`src/core/wdt_pkg.sv`:
```
// How it works
// RULE1: Timeout 1 to 255 seconds or minutes.
// RULE2: Missed strobe timeout enters first stage.
// RULE3: First stage raises NMI or init, selectable.
// RULE4: Second stage issues a hard reset.
// RULE5: Strobe port read restarts the count.
// RULE6: Strobe port write also restarts count.
// RULE7: Status shows watchdog caused last reset.
// RULE8: Disabled watchdog never takes any action. A second stage already begun still runs to its end.
// RULE9: Counting only while armed; strobes restart.
// RULE10: Software enables, programs, strobes in time.
// RULE11: Front reset button gives same hard reset.
// RULE12: Strobe port and control port adjacent.
// RULE13: Front LED shows watchdog status.
// RULE14: Stage gap is parameter; strobe cancels.
// RULE15: Reset cause survives hard reset.
package wdt_pkg;
	localparam int          IO_AW          = 16;
	localparam logic [15:0] ADDR_STROBE    = 16'h03F0;
	localparam logic [15:0] ADDR_CTRL      = 16'h03F1;

	// Control register fields
	localparam int          CTL_ENABLE     = 0;
	localparam int          CTL_ARM        = 1;
	localparam int          CTL_MINUTES    = 2;
	localparam int          CTL_SEL_INIT   = 3;
	localparam int          CTL_CLR_CAUSE  = 6;
	localparam int          CTL_CAUSE      = 7;
	localparam logic [7:0]  CTL_RESET      = 8'h00;
	localparam logic [7:0]  TERM_RESET     = 8'hFF;
	localparam logic [7:0]  TERM_ZERO      = 8'h00;
	localparam logic [7:0]  DATA_ZERO      = 8'h00;

	// Time base
	localparam longint      CLK_HZ         = 100_000_000;
	localparam longint      UNIT_S         = 1;
	localparam longint      SEC_CYCLES     = CLK_HZ * UNIT_S;
	localparam int          SEC_PER_MIN    = 60;
	localparam int          PRE_W          = 32;
	localparam logic [5:0]  MIN_LAST       = 6'h3B;
	localparam int          STAGE_GAP_S    = 1;
	localparam longint      GAP_CYCLES     = CLK_HZ * STAGE_GAP_S;
	localparam int          HARD_RST_NS    = 1000;
	localparam int          CLK_NS         = 10;
	localparam int          HARD_RST_CYC   = (HARD_RST_NS + CLK_NS - 1) / CLK_NS;

	typedef enum logic [1:0] {
		ST_IDLE   = 2'b00,
		ST_COUNT  = 2'b01,
		ST_STAGE1 = 2'b11,
		ST_STAGE2 = 2'b10
	} wdt_state_t;
endpackage

```
`src/core/wdt_top.sv`:
```
`timescale 1ns/100ps
module wdt_top #(
	parameter logic [31:0] SEC_CYC = 32'h05F5_E100,
	parameter logic [31:0] GAP_CYC = 32'h05F5_E100
) (
	input  wire logic                   mclk,
	input  wire logic                   srst,
	input  wire logic                   powerOnRst,
	input  wire logic [wdt_pkg::IO_AW-1:0] ioAddr,
	input  wire logic                   ioRd,
	input  wire logic                   ioWr,
	input  wire logic [7:0]             ioWrData,
	output logic      [7:0]             ioRdData,
	input  wire logic                   frontResetButton,
	output logic                        nonmaskableInterrupt,
	output logic                        processorSoftInit,
	output logic                        hardReset,
	output logic                        statusLed
);
	import wdt_pkg::*;

	wdt_state_t  state_r;
	wdt_state_t  state_nxt;
	logic [7:0]  term_r;
	logic [7:0]  count_r;
	logic        enable_r;
	logic        arm_r;
	logic        minutes_r;
	logic        selInit_r;
	logic        cause_r;
	logic [31:0] gap_r;
	logic [7:0]  rst_r;
	logic        hitStrobe;
	logic        hitCtrl;
	logic        strobe;
	logic        ctrlWr;
	logic        unitTick;
	logic        buttonLvl;
	logic        buttonRise;
	logic        expire;
	logic        gapDone;
	logic        anyRst;

	assign anyRst    = srst | powerOnRst;
	assign hitStrobe = (ioAddr == ADDR_STROBE);
	assign hitCtrl   = (ioAddr == ADDR_CTRL); // RULE12
	assign strobe    = hitStrobe && (ioRd || ioWr); // RULE5 RULE6
	assign ctrlWr    = hitCtrl && ioWr;

	wdt_timebase #(
		.SEC_CYC (SEC_CYC)
	) uTimebase (
		.mclk     (mclk),
		.srst     (anyRst),
		.restart  (strobe || state_r != ST_COUNT),
		.minutes  (minutes_r),
		.unitTick (unitTick)
	);

	wdt_sync uButton (
		.mclk      (mclk),
		.srst      (anyRst),
		.pinIn     (frontResetButton),
		.levelOut  (buttonLvl),
		.risePulse (buttonRise)
	);

	// Control bits; dropping enable or arm stops counting and the first stage at once, but not the second stage
	always_ff @(posedge mclk) begin
		if (anyRst) begin
			enable_r  <= CTL_RESET[CTL_ENABLE];
			arm_r     <= CTL_RESET[CTL_ARM];
			minutes_r <= CTL_RESET[CTL_MINUTES];
			selInit_r <= CTL_RESET[CTL_SEL_INIT];
		end else if (ctrlWr) begin
			enable_r  <= ioWrData[CTL_ENABLE]; // RULE8
			arm_r     <= ioWrData[CTL_ARM]; // RULE9
			minutes_r <= ioWrData[CTL_MINUTES]; // RULE1
			selInit_r <= ioWrData[CTL_SEL_INIT]; // RULE3
		end else if (state_r == ST_STAGE2) begin
			arm_r <= 1'b0;
		end
	end

	// Terminal count loads from strobe-port writes only while disarmed,
	// so a running strobe loop cannot alter the period by accident.
	always_ff @(posedge mclk) begin
		if (anyRst) begin
			term_r <= TERM_RESET;
		end else if (hitStrobe && ioWr && !arm_r && ioWrData != TERM_ZERO) begin
			term_r <= ioWrData; // RULE1
		end
	end

	// Cause flag: cleared only at power-up or by software, set wins
	always_ff @(posedge mclk) begin
		if (powerOnRst) begin
			cause_r <= 1'b0;
		end else if (state_r == ST_STAGE2) begin
			cause_r <= 1'b1; // RULE7 RULE15
		end else if (ctrlWr && ioWrData[CTL_CLR_CAUSE]) begin
			cause_r <= 1'b0;
		end
	end

	assign expire  = unitTick && (count_r + 8'h01 >= term_r);
	assign gapDone = (gap_r == GAP_CYC - 32'h0000_0001);

	always_comb begin
		state_nxt = state_r;
		case (state_r)
			ST_IDLE: begin
				if (enable_r && arm_r) begin
					state_nxt = ST_COUNT; // RULE9
				end
			end
			ST_COUNT: begin
				if (!enable_r || !arm_r) begin
					state_nxt = ST_IDLE; // RULE8
				end else if (expire && !strobe) begin
					state_nxt = ST_STAGE1; // RULE2
				end
			end
			ST_STAGE1: begin
				if (!enable_r || !arm_r) begin
					state_nxt = ST_IDLE; // RULE8
				end else if (strobe) begin
					state_nxt = ST_COUNT; // RULE14
				end else if (gapDone) begin
					state_nxt = ST_STAGE2; // RULE4
				end
			end
			ST_STAGE2: begin
				if (rst_r == HARD_RST_CYC[7:0] - 8'h01) begin
					state_nxt = ST_IDLE;
				end
			end
			default: begin
				state_nxt = ST_IDLE;
			end
		endcase
	end

	always_ff @(posedge mclk) begin
		if (anyRst) begin
			state_r <= ST_IDLE;
		end else begin
			state_r <= state_nxt;
		end
	end

	// Elapsed units since the last strobe
	always_ff @(posedge mclk) begin
		if (anyRst || strobe || state_r != ST_COUNT) begin
			count_r <= 8'h00; // RULE5 RULE6 RULE9
		end else if (unitTick) begin
			count_r <= count_r + 8'h01;
		end
	end

	always_ff @(posedge mclk) begin
		if (anyRst || state_r != ST_STAGE1) begin
			gap_r <= '0;
		end else begin
			gap_r <= gap_r + 32'h0000_0001; // RULE14
		end
	end

	// Hard reset pulse width counter, shared by watchdog and button
	always_ff @(posedge mclk) begin
		if (srst || powerOnRst) begin
			rst_r <= 8'h00;
		end else if (buttonRise || (state_r == ST_STAGE1 && state_nxt == ST_STAGE2)) begin
			rst_r <= HARD_RST_CYC[7:0]; // RULE4 RULE11
		end else if (rst_r != 8'h00) begin
			rst_r <= rst_r - 8'h01;
		end
	end

	always_ff @(posedge mclk) begin
		if (anyRst) begin
			hardReset            <= 1'b0;
			nonmaskableInterrupt <= 1'b0;
			processorSoftInit    <= 1'b0;
			statusLed            <= 1'b0;
		end else begin
			// Button held keeps the system in reset for its whole press
			hardReset            <= (rst_r != 8'h00) || buttonLvl; // RULE11
			nonmaskableInterrupt <= (state_nxt == ST_STAGE1) && !selInit_r; // RULE3
			processorSoftInit    <= (state_nxt == ST_STAGE1) && selInit_r; // RULE3
			statusLed            <= (state_nxt != ST_IDLE); // RULE13
		end
	end

	// Register read path, data one cycle after the read strobe
	always_ff @(posedge mclk) begin
		if (anyRst) begin
			ioRdData <= DATA_ZERO;
		end else if (ioRd && hitStrobe) begin
			ioRdData <= term_r;
		end else if (ioRd && hitCtrl) begin
			ioRdData <= {cause_r, 1'b0, 2'b00, selInit_r, minutes_r, arm_r, enable_r}; // RULE7
		end else if (ioRd) begin
			ioRdData <= DATA_ZERO;
		end
	end
endmodule

```
`src/core/wdt_sync.sv`:
```
`timescale 1ns/100ps
// Two-stage synchroniser plus rising-edge pulse for the front button
module wdt_sync (
	input  wire logic mclk,
	input  wire logic srst,
	input  wire logic pinIn,
	output logic      levelOut,
	output logic      risePulse
);
	logic meta_r;
	logic sync_r;
	logic last_r;

	always_ff @(posedge mclk) begin
		if (srst) begin
			meta_r <= 1'b0;
			sync_r <= 1'b0;
			last_r <= 1'b0;
		end else begin
			meta_r <= pinIn;
			sync_r <= meta_r;
			last_r <= sync_r;
		end
	end

	assign levelOut  = sync_r;
	assign risePulse = sync_r & ~last_r;
endmodule

```
`src/core/wdt_timebase.sv`:
```
`timescale 1ns/100ps
// Unit tick generator; restart realigns so a strobe counts from zero
module wdt_timebase #(
	parameter logic [31:0] SEC_CYC = 32'h05F5_E100
) (
	input  wire logic mclk,
	input  wire logic srst,
	input  wire logic restart,
	input  wire logic minutes,
	output logic      unitTick
);
	import wdt_pkg::*;

	logic [PRE_W-1:0] pre_r;
	logic [5:0]       sec_r;
	logic             secTick;

	assign secTick = (pre_r == SEC_CYC - 32'h0000_0001);

	always_ff @(posedge mclk) begin
		if (srst || restart || secTick) begin
			pre_r <= '0;
		end else begin
			pre_r <= pre_r + 1'b1;
		end
	end

	always_ff @(posedge mclk) begin
		if (srst || restart) begin
			sec_r <= '0;
		end else if (secTick) begin
			sec_r <= (sec_r == MIN_LAST) ? 6'h00 : sec_r + 6'h01;
		end
	end

	assign unitTick = minutes ? (secTick && sec_r == MIN_LAST) : secTick; // RULE1
endmodule

```
`config.mk`:
```
export PLATFORM = sky130hd
export DESIGN_NAME = wdt_top
export DESIGN_NICKNAME = d
export VERILOG_FILES = /design/src/core/wdt_pkg.sv /design/src/core/wdt_top.sv /design/src/core/wdt_sync.sv /design/src/core/wdt_timebase.sv
export SDC_FILE = /design/constraint.sdc
export NUM_CORES = 1
export LEC_CHECK = 0
export BUFFER_PORTS_ARGS = -buffer_cell sky130_fd_sc_hd__buf_2
export CAP_MARGIN = 0
export CORE_ASPECT_RATIO = 1.5
export CORE_UTILIZATION = 42
export DETAILED_ROUTE_END_ITERATION = 8
export GPL_TIMING_DRIVEN = 0
export SLEW_MARGIN = 20
export SYNTH_ARGS = -nofsm -noshare
export SYNTH_HDL_FRONTEND = slang
export SYNTH_SLANG_ARGS = --single-unit
```
`constraint.sdc`:
```
create_clock -name mclk -period 5.8 [get_ports mclk]
set_input_delay 0.58 -clock mclk [delete_from_list [all_inputs] [get_ports mclk]]
set_output_delay 0.58 -clock mclk [all_outputs]
set_load 0.02 [all_outputs]
```
# Word level (Yosys, flattened, before mapping)
# Cells that the tools add are included.
# Widths: inputs -> output; s select.
dict set report word_totals {
  ff_bits 116
  latchBits 0
  mem_bits_rw 0
  rom_bits 0
  input_bits 30
  output_inout_bits 12
  word_cells 101
  n_memories 0
}
dict set report op_classes {
  add_sub_neg 5
  multipliers 0
  div_mod_pow 0
  n_lt_le_gt_ge 1
  n_eq_ne 13
  n_shift 0
  mux 19
  n_bitwise 3
  n_reduce_logical 39
}
# operator n
set ops {}
lappend ops {{$add 32x1->32 const B} 2}
lappend ops {{$eq 32x27->1 const B} 2}
lappend ops {{$eq 16x10->1 const B} 2}
lappend ops {{$mux 8} 3}
lappend ops {{$reduce_bool 8->1} 2}
lappend ops {{$logic_and 1x1->1} 15}
lappend ops {{$mux 2} 7}
lappend ops {{$mux 7} 2}
lappend ops {{$logic_or 1x1->1} 11}
lappend ops {{$add 8x1->8 const B} 1}
lappend ops {{$eq 2x2->1 const B} 4}
lappend ops {{$eq 8x7->1 const B} 1}
lappend ops {{$ge 8x8->1} 1}
lappend ops {{$pmux 2 s4} 1}
lappend ops {{$reduce_bool 2->1} 4}
lappend ops {{$sub 8x1->8 const B} 1}
lappend ops {{$add 6x1->6 const B} 1}
lappend ops {{$eq 6x6->1 const B} 1}
lappend ops {{$mux 6} 1}
lappend ops {{$mux 1} 5}
lappend ops {{$logic_not 1->1} 4}
lappend ops {{$reduce_bool 3->1} 1}
lappend ops {{$eq 2x1->1 const B} 1}
lappend ops {{$logic_not 2->1} 1}
lappend ops {{6 further kinds} 6}

# Longest topological paths before layout
# Gate-level depths: netlist of run 1.
dict set report depth {
  depth_word 12
  mapped_depth 10
  ltp_nobuf 10
}

# Cells and area by module
# Synthesis of run 1 repeated with hierarchy kept, for this count alone.
dict set report hier_totals {
  cells_unflattened 636
  hier_area_um2 5539.1
}
# mod instances cells_per_inst area_each_um2 seq_area_each_um2
set modules_own_cells {}
lappend modules_own_cells {wdt_top 1 418 3633.5 1501.4}
lappend modules_own_cells {wdt_timebase 1 211 1818.0 760.7}
lappend modules_own_cells {wdt_sync 1 7 87.6 60.1}

# Worst setup path before layout of run 1
# Ideal clock, no wire load.
dict set report synth_path {
  kind {input-to-reg}
  start {in ioAddr[0] (netlist name)}
  end {reg term_r[0]}
  setup_ns 0.128
  arrival_ns 2.175
  required_time_ns 5.672
  slack_ns 3.496
  path_stages 6
  n_path_buf 1
  cell_sequence {or4_1 nor4_2 nand4b_1 buf_4 mux2i_1 nand2_1}
}
dict set report synth_via {
  elab_chain_len 4
}
# element line_no
set synth_rtl {}
lappend synth_rtl {{start: declaration} wdt_top.sv:9} ;# input wire logic [wdt_pkg::IO_AW-1:0] ioAddr,
lappend synth_rtl {{$eq 16x10->1} wdt_top.sv:45} ;# assign hitStrobe = (ioAddr == ADDR_STROBE);
lappend synth_rtl {{$logic_and 1x1->1 (3 in series)} wdt_top.sv:90} ;# end else if (hitStrobe && ioWr && !arm_r && ioWrData != TERM_ZERO) begin
lappend synth_rtl {{end signal: assignment} wdt_top.sv:91} ;# term_r <= ioWrData;
lappend synth_rtl {{end: declaration} wdt_top.sv:24} ;# logic [7:0] term_r;
# No other way between the ends.
# A chain may end at the register's enable or synchronous reset.

# Worst setup path after layout of run 1
dict set report layout_path {
  start {reg count_r[2]}
  end {reg statusLed}
}
dict set report layout_via {
  elab_chain_len 8
}
# element line_no
set layout_rtl {}
lappend layout_rtl {{start: declaration} wdt_top.sv:25} ;# logic [7:0] count_r;
lappend layout_rtl {{start signal: assignment} wdt_top.sv:157} ;# count_r <= count_r + 8'h01;
lappend layout_rtl {{$add 8x1->8} wdt_top.sv:106} ;# assign expire = unitTick && (count_r + 8'h01 >= term_r);
lappend layout_rtl {{$ge 8x8->1} wdt_top.sv:106}
lappend layout_rtl {{$logic_and 1x1->1} wdt_top.sv:106}
lappend layout_rtl {{$logic_and 1x1->1} wdt_top.sv:120} ;# end else if (expire && !strobe) begin
lappend layout_rtl {{$mux 2} wdt_top.sv:120}
lappend layout_rtl {{$mux 2} wdt_top.sv:118} ;# if (!enable_r || !arm_r) begin
lappend layout_rtl {{$pmux 2 s4} wdt_top.sv:111} ;# case (state_r)
lappend layout_rtl {{$reduce_bool 2->1} wdt_top.sv:191} ;# statusLed <= (state_nxt != ST_IDLE);
lappend layout_rtl {{end signal: assignment} wdt_top.sv:191}
lappend layout_rtl {{end: declaration} wdt_top.sv:18} ;# output logic statusLed
# No other way between the ends.

==> impl_metrics.toml, run 1 <==
[worst_setup_path]
worstPathArrival_ns = 2.95
ff2ff_setup_slack_ns = 3.17
critPathKind = "reg2reg"
cp-end-kind = "flip-flop"
worst_setup_path_start_kind = "flip-flop"
slowest_delay_ns = 0.43
critPathBufInv = 0
critPathRequiredTime_ns = 6.12
cpLargestDelayFamily = "compound AO/OA/AOI/OAI gates"
critPathMaxFanout = 7
path_cells = "and3_1 -> and3_1 -> nand3_1 -> xnor2_1 -> ha_1 -> and3_1 -> o2111ai_1 -> o21ai_0 -> o2111ai_1 -> o21bai_1"
cp_slowest_cell = "dfxtp_1"
worst_path_most_repeated_cell = "and3_1"

[job]
maxCapViolCount = 0

[clock_network]
cts_tree = "built"
clkSlewWorstSetupHoldPaths_ns = 0.06
postCtsSetupRepairBufs = 0
hold_buffers = 0
clock_sinks = 116
post_cts_resized = 0
numCtsBuffers = 17
htree_levels = 4
clk_path_buf_depth = 2
clock_latency_ns = 0.41
cts-root-buf = "clkbuf_16"

[placement]
io_buffers = 40
placed_cell_area_mm2 = 0.00590
place_inst = 829
dp_hpwl_mm = 9.27
globalplace.congestion = 0.834

[floorplanning]
rows = 50
initial_core_util_pct = 43.5
die-height_um = 142
die_width_um = 95.5
die-area_mm2 = 0.0136
core_area_mm2 = 0.0126
io_pins = 42

[final_layout]
fillers = 1201
fin_cells = 861
multi_input_area_mm2 = 0.00302
diodes = 0
postLayoutCellArea_mm2 = 0.00656
syn_to_final_growth_pct = 19.1
final_nets = 737
drive_gt1_share_pct = 13.3
seq_area_mm2 = 0.00232
final_util_pct = 51.9

[synthesis]
synth_cells = 633
synth_cell_type_count = 55
synth_flop_cell = "dfxtp_1"
syn-num-nets = 678
avgSynthCellArea_um2 = 8.69
ys_async_sr_fraction_pct = 0
synth_edf_count = 0
synthTopCellsByArea = "dfxtp_1, xor2_1, nor2_1"
yosysWarnings = 0
yosys-top-cells-count = "dfxtp_1, nor2_1, nand3_1"
synth_top_area_share_pct = 42.2
ys_seq_elements = 116
syn-cell-area_mm2 = 0.00550
seq_area_frac_synth_pct = 42.2
synth_top_area_cell = "dfxtp_1"
synth.most_common_cell = "dfxtp_1"

[pwr]
peakVddDrop_v = 0.000193
power_density_mw_per_mm2 = 343
cellLeakagePower_uw = 0.00246

[grt]
grt_pass1_wl_mm = 20.2
grt_max_degree = 17
grt.total_usage_pct = 19.1
grt_overflow = 0
antenna_found_initial = 1
first_global_vias = 4449

[timing]
holdWs_ns = 0.356
rsz0062_at_grt = "no"
hold_violations = 0
period_needed_ns = 2.63
tns_ns = 0
finClkSkew_ns = 0.00616
fin_crit_sh_pct = 45.3
fmax_mhz = 381
slew_headroom_pct = 35.3
drv_slew = 0
worstMarginPinSlew_ns = 0.962
setup_viol = 0

[routing]
antenna_left = 0
wl_per_cell_um = 14.2
drc_errors = 0
finalWirelength_mm = 12.3
dr_total_vias = 4657
initialDrtViolationCount = 123
drtPass1Iterations = 4
via_per_inst = 5.41

[status]
run_status = "complete, no violations"

[hold_path]
min_path_type = "in2reg"
per-layer routing:
layer	wire [um]	GRT usage [%]	share of wire, %	up-vias
met3	379	5.45	3.1	23
met1	5090	20.5	42	2203
met2	6570	34.3	54	62
met5	0	0	0	-
met4	217	7.86	1.8	0
li1	-	-	-	2369
cells by family (layout without fill, tap and decap cells):
kind of cell    after synthesis  count (layout)  share of synthesized area (%)
simple gates                305             305                           30.3
xor+xnor                     64              64                           10.2
buf+inv                      38             110                           2.91
mux                          11              11                           2.02
compound gates               84              84                           8.98
fa+ha+maj                    15              15                           3.41
flops                       116             116                           42.2
area by class of cell:
type                       instances  share of cell area [%]
buffer                            19                    1.35
clock buffer                      20                    6.97
clock inverter                    12                    3.07
inverter                          19                    1.09
multi-input combinational        479                    46.1
sequential                       116                    35.4
tap                              156                    2.98
timing repair buffer              40                    3.05
worst register-to-register path: stages, from the launching register on:
cell	delay, ns
dfxtp_1	0.43
and3_1	0.20
and3_1	0.24
nand3_1	0.14
xnor2_1	0.17
ha_1	0.30
and3_1	0.18
o2111ai_1	0.11
o21ai_0	0.26
o2111ai_1	0.26
o21bai_1	0.24
power breakdown:
| group | switching [uW] | internal (uW) | total (uW) |
|---|---|---|---|
| clock network | 367 | 786 | 1150 |
| logic | 132 | 109 | 241 |
| registers | 28.1 | 826 | 854 |
path summary, 6_finish.rpt:
kind	from	end	cells after the start
worst max-delay path	count_r[2]	statusLed	10
worst min-delay path	powerOnRst	cause_r	2
worst max register to register	count_r[2]	statusLed	10
worst min register to register	uButton.meta_r	uButton.levelOut	1
flip-flops by register name, indices dropped and copies added (netlist names), 2 cells and up:
name and cells:
count_r 8, uTimebase.pre_r 32, term_r 8, rst_r 8, ioRdData 8, uTimebase.sec_r 6
gap_r 32, state_r 2
stage by stage:
step | power, uW | worst slack (ns)
finish | 2250 | 3.17
CTS | 2270 | 3.16
global placement | 1110 | 3.10
floorplan | 1050 | 3.50
detailed placement | 1110 | 3.07
global route | 2360 | 2.90
placed cells by master, fill, tap and decap left out, types with 7 or more instances in the layout:
| cell type | Yosys | routed |
|---|---|---|
| a21oi_1 | 36 | 36 |
| and3_1 | 21 | 21 |
| and4_1 | 8 | 8 |
| buf_2 | 5 | 45 |
| clkbuf_1 | 12 | 13 |
| clkbuf_16 | 0 | 17 |
| dfxtp_1 | 116 | 116 |
| ha_1 | 15 | 15 |
| inv_1 | 19 | 19 |
| mux2i_1 | 10 | 10 |
| nand2_1 | 42 | 42 |
| nand3_1 | 47 | 47 |
| nand4_1 | 16 | 16 |
| nand4b_1 | 8 | 8 |
| nor2_1 | 80 | 80 |
| nor3_1 | 17 | 17 |
| nor4_1 | 7 | 7 |
| o21ai_0 | 25 | 25 |
| or3_1 | 15 | 15 |
| xnor2_1 | 28 | 28 |
| xor2_1 | 36 | 36 |
No activity file was read; power rests on OpenSTA's default activity.
==> run 2, diff against run 1 <==
==> constraint.sdc (replaced) <==
create_clock -name mclk -period 2.59 [get_ports mclk]
set_input_delay 0.259 -clock mclk [delete_from_list [all_inputs] [get_ports mclk]]
set_output_delay 0.259 -clock mclk [all_outputs]
set_load 0.02 [all_outputs]
==> run 2 against run 1 <==
Critical path depth unchanged; sequential cell count unchanged; highest routed layer unchanged; power up 120%; wire length up 0.11%; die area unchanged; worst setup slack worse by 3.0 ns; clock skew up 0.0015 ns; fmax up 7.2%; critical endpoint unchanged; critical path type unchanged; hold slack worse by 0.32 ns; non-clock buffer count unchanged; cell area up 1.2%; first-iteration DRC count up 26%.
==> impl_metrics.toml, run 2 (same netlist as run 1, synthesis figures left out) <==
[status]
run_status = "complete, no violations"

[pwr]
cellLeakagePower_uw = 0.00247
peakVddDrop_v = 0.000433
power_uw = 5030
power_density_mw_per_mm2 = 759

[grt]
grt_max_degree = 17
antenna_found_initial = 1
grt_overflow = 0
grt_pass1_wl_mm = 20.2
grt.total_usage_pct = 19.1
first_global_vias = 4449

[final_layout]
drive_gt1_share_pct = 15.0
reg.largest.list = "gap_r x32, uTimebase.pre_r x32"
final_nets = 737
final_cell_mix = "dfxtp_1, nor2_1, nand3_1"
layout_commonest_cell = "dfxtp_1"
fillers = 1195
syn_to_final_growth_pct = 20.5
fin_cells = 861
diodes = 0
final_util_pct = 52.5

[clock_network]
cts_tree = "built"
clkSlewWorstSetupHoldPaths_ns = 0.06
postCtsSetupRepairBufs = 0
clk_path_buf_depth = 2
cts-root-buf = "clkbuf_16"
clock_sinks = 116
htree_levels = 4
numCtsBuffers = 17
clock_latency_ns = 0.41

[worst_setup_path]
slowest_delay_ns = 0.38
critPathMaxFanout = 7
worstRegToRegCells = 10
cp_slowest_cell = "dfxtp_2"
critPathBufInv = 0
path_cells = "and3_1 -> and3_2 -> nand3_2 -> xnor2_2 -> ha_1 -> a21o_1 -> a221oi_1 -> o21ai_2 -> o2111ai_4 -> o21bai_1"
worst_setup_path_start_kind = "flip-flop"
worstPathArrival_ns = 2.72
ff2ff_setup_slack_ns = 0.14
reg2reg_to = "statusLed"
critPathRequiredTime_ns = 2.86
critPathKind = "reg2reg"
cp-end-kind = "flip-flop"
worst-path-stages = 10
cpLargestDelayFamily = "compound AO/OA/AOI/OAI gates"
r2r-start = "count_r[2]"

[routing]
dr_total_vias = 4633
drc_errors = 0
via_per_inst = 5.38
finalWirelength_mm = 12.3
drtPass1Iterations = 4
initialDrtViolationCount = 155
antenna_left = 0
wl_per_cell_um = 14.3

[job]
maxCapViolCount = 0

[hold_path]
holdPathEnd = "cause_r"
min_path_type = "in2reg"
min_path_cells = 2
min_from = "powerOnRst"

[floorplanning]
io_pins = 42
initial_core_util_pct = 43.5
die-area_mm2 = 0.0136
rows = 50
die_width_um = 95.5
die-height_um = 142
core_area_mm2 = 0.0126

[timing]
worstMarginPinSlew_ns = 0.905
finClkSkew_ns = 0.00769
setup_viol = 0
holdWs_ns = 0.0338
rsz0062_at_grt = "no"
fmax_mhz = 408
hold_violations = 0
slew_headroom_pct = 39.1
period_needed_ns = 2.45
fin_crit_sh_pct = 94.6
drv_slew = 0

[placement]
io_buffers = 40
dp_hpwl_mm = 9.27
globalplace.congestion = 0.834
place_inst = 829
-- run 2: cell types whose count changed in the layout (fill, tap and decap cells not counted), moves of 2 or more --
cell / change
nor3_1: -2
dfxtp_2: +2
dfxtp_1: -3
nor3_2: +2
o21ai_2: +2
-- run 2: worst register-to-register path, stage by stage, from the launching register on --
cell,delay [ns]
dfxtp_2,0.38
and3_1,0.19
and3_2,0.24
nand3_2,0.12
xnor2_2,0.16
ha_1,0.29
a21o_1,0.18
a221oi_1,0.34
o21ai_2,0.13
o2111ai_4,0.15
o21bai_1,0.14
-- run 2: final cells by class --
type                    instances  area [um^2]  area share, %
well taps                     156          195           2.94
inverters                      19         71.3           1.08
multi-input cells             479         3090           46.6
plain buffers                  19         88.8           1.34
clock buffers                  20          457           6.89
flip-flops and latches        116         2330           35.1
clock inverters                12          201           3.04
repair buffers                 40          200           3.02
-- run 2: worst max path at each step --
stage / startpoint / to / slack [ns]
after floorplan: count_r[2] / nonmaskableInterrupt / 0.38
after global placement: count_r[2] / statusLed / 0.03
after detailed placement: count_r[0] / statusLed / -0.02
after CTS: count_r[2] / statusLed / 0.004
after global routing: count_r[2] / statusLed / 0.005
final: count_r[2] / statusLed / 0.14
-- run 2: metrics by stage --
stage / TNS (ns) / cell area, um^2 / setup WS (ns)
after floorplan: 0 / 5500 / 0.380
after global placement: 0 / 5900 / 0.0261
after detailed placement: -0.0191 / 5900 / -0.0191
after CTS: 0 / 6560 / 0.00428
after global routing: 0 / 6630 / 0.00457
final: 0 / 6630 / 0.140
-- run 2: power by group --
part	total (uW)	internal (uW)	switching [uW]
sequential	1910	1850	63.3
combinational	540	245	295
clock	2580	1760	820
-- run 2: timing repair --
item                                    in CTS  in global routing
hold buffers                                 0                  0
endpoints found under the setup margin       3                  6
pin swaps                                    0                  3
resized for setup                            1                 16
cloned                                       0                  0
-- run 2: per-layer routing --
layer | vias to the layer above | part of all wire (%) | GRT usage (%)
li1 | 2367 | - | -
met4 | 0 | 1.9 | 7.86
met2 | 67 | 54 | 34.3
met3 | 24 | 3.3 | 5.45
met5 | - | 0 | 0
met1 | 2175 | 41 | 20.5
==> run 3, diff against run 2 <==
--- a/config.mk
+++ b/config.mk
@@ -9,6 +9,7 @@
 export CAP_MARGIN = 0
 export CORE_ASPECT_RATIO = 1.5
 export CORE_UTILIZATION = 42
+export CTS_BUF_LIST = sky130_fd_sc_hd__clkbuf_4
 export DETAILED_ROUTE_END_ITERATION = 8
 export GPL_TIMING_DRIVEN = 0
 export SLEW_MARGIN = 20
==> run 3 against run 2 <==
Worst setup slack better by 0.0052 ns; sequential cell count unchanged; die area unchanged; power shrank 20%; hold slack better by 0.066 ns; via count rose by 2.0%; sequential power barely moved; register-to-register slack about the same.
==> impl_metrics.toml, run 3 (same netlist as run 1, synthesis figures left out) <==
[final_layout]
fin_cells = 872
final_nets = 747
fillers = 1236
final_cell_mix = "dfxtp_1, nor2_1, buf_2, nand3_1, nand2_1"
layout_commonest_cell = "dfxtp_1"
reg.largest.list = "gap_r x32, uTimebase.pre_r x32"
syn_to_final_growth_pct = 16.8
drive_gt1_share_pct = 15.0
seq_area_mm2 = 0.00233
multi_input_area_mm2 = 0.00309
final_util_pct = 50.8

[pwr]
cellLeakagePower_uw = 0.00238
power_frac_seq_pct = 47.3
power.net_switching_uw = 1060
switching_share_pct = 26.3
p_int_uw = 2970
p_comb_share_pct = 13.7
pwr-share-clk_pct = 39.0
power_density_mw_per_mm2 = 627
peakVddDrop_v = 0.000422

[floorplanning]
die_width_um = 95.5
die-height_um = 142
io_pins = 42
initial_core_util_pct = 43.5
die-area_mm2 = 0.0136
core_area_mm2 = 0.0126
rows = 50

[grt]
antenna_found_initial = 1
first_global_vias = 4495
top_usage_layer = "met2"
grt_pass1_wl_mm = 20.4
grt_max_degree = 17
groute.layer.met2.usage_pct = 34.8
grt_overflow = 0
met1_usage_pct = 20.6
met3_usage_pct = 5.29
grt.total_usage_pct = 19.2

[routing]
initialDrtViolationCount = 177
via_per_inst = 5.42
antenna_left = 0
drtPass1Iterations = 4
wl_per_cell_um = 14.4
finalWirelength_mm = 12.5
drc_errors = 0
dr_total_vias = 4724

[hold_path]
min_path_cells = 3
min_path_type = "in2reg"
min_from = "ioWr"
holdPathEnd = "selInit_r"

[clock_network]
clkSlewWorstSetupHoldPaths_ns = 0.12
cts-root-buf = "clkbuf_4"
numCtsBuffers = 17
htree_levels = 4
clk_path_buf_depth = 2
clock_sinks = 116
cts_tree = "built"
clock_latency_ns = 0.52

[worst_setup_path]
reg2reg_to = "statusLed"
worstPathArrival_ns = 2.88
critPathMaxFanout = 7
worstRegToRegCells = 10
critPathRequiredTime_ns = 3.02
r2r-start = "count_r[2]"
critPathKind = "reg2reg"
cp-end-kind = "flip-flop"
worst_setup_path_start_kind = "flip-flop"
ff2ff_setup_slack_ns = 0.15

[placement]
globalplace.congestion = 0.834
dp_hpwl_mm = 9.27
place_inst = 829
io_buffers = 40

[timing]
worstMarginPinSlew_ns = 0.916
finClkSkew_ns = 0.0205
slew_headroom_pct = 38.4
period_needed_ns = 2.44
tns_ns = 0
fmax_mhz = 409
holdWs_ns = 0.0995
fin_crit_sh_pct = 94.4
drv_slew = 0
hold_violations = 0
setup_viol = 0

[status]
run_status = "complete, no violations"

[job]
maxCapViolCount = 0
==> run 3: critical path: stages (launching register included) <==
cell	delay [ns]
dfxtp_4	0.40
and3_1	0.17
and3_2	0.24
nand3_2	0.12
xnor2_2	0.16
ha_1	0.29
and3_1	0.19
o2111ai_1	0.14
o21ai_2	0.22
o2111ai_4	0.18
o21bai_1	0.24
==> run 3: what timing repair did <==
action | in CTS | in global routing
setup endpoints to repair | 3 | 9
gates resized for setup | 3 | 16
setup buffers | 0 | 0
hold buffers | 10 | 0
endpoints found under the hold margin | 13 | 0
pin swaps | 0 | 3
==> run 3: per-stage QoR <==
step | area [um^2] | total power (uW) | setup slack [ns]
CTS | 6340 | 4090 | 0.0499
floorplan | 5500 | 2360 | 0.380
detailed placement | 5900 | 2490 | -0.0191
global placement | 5900 | 2480 | 0.0261
global route | 6420 | 4270 | -0.000464
finish | 6420 | 4030 | 0.145
==> run 3: layer usage <==
| metal | part of all wire, % | vias up |
|---|---|---|
| met2 | 54 | 68 |
| met4 | 1.9 | 0 |
| met5 | 0 | - |
| met1 | 41 | 2241 |
| li1 | - | 2390 |
| met3 | 3.5 | 25 |
==> run 3: final cells by class <==
class / instances / share of cell area, %
multi-input cells: 479 / 48.1
plain buffers: 19 / 1.38
clock inverters: 14 / 3.25
diodes: 1 / 0.0389
well taps: 156 / 3.04
flip-flops and latches: 116 / 36.3
repair buffers: 50 / 4.67
clock buffers: 18 / 2.10
inverters: 19 / 1.11
==> run 3: worst max path at each step <==
stage | start | endpoint | slack (ns)
finish | count_r[2] | statusLed | 0.15
global route | count_r[2] | statusLed | -0.0005
CTS | uTimebase.sec_r[0] | count_r[7] | 0.05
detailed placement | count_r[0] | statusLed | -0.02
global placement | count_r[2] | statusLed | 0.03
floorplan | count_r[2] | nonmaskableInterrupt | 0.38
==> run 3: power by group through the flow <==
stage / sequential (uW) / combinational (uW) / clock [uW]
2_1_floorplan: 1950 / 413 / 0
3_3_place_gp: 1950 / 539 / 0
3_5_place_dp: 1950 / 541 / 0
4_1_cts: 1910 / 558 / 1620
5_1_grt: 1920 / 659 / 1690
6_report: 1910 / 553 / 1570
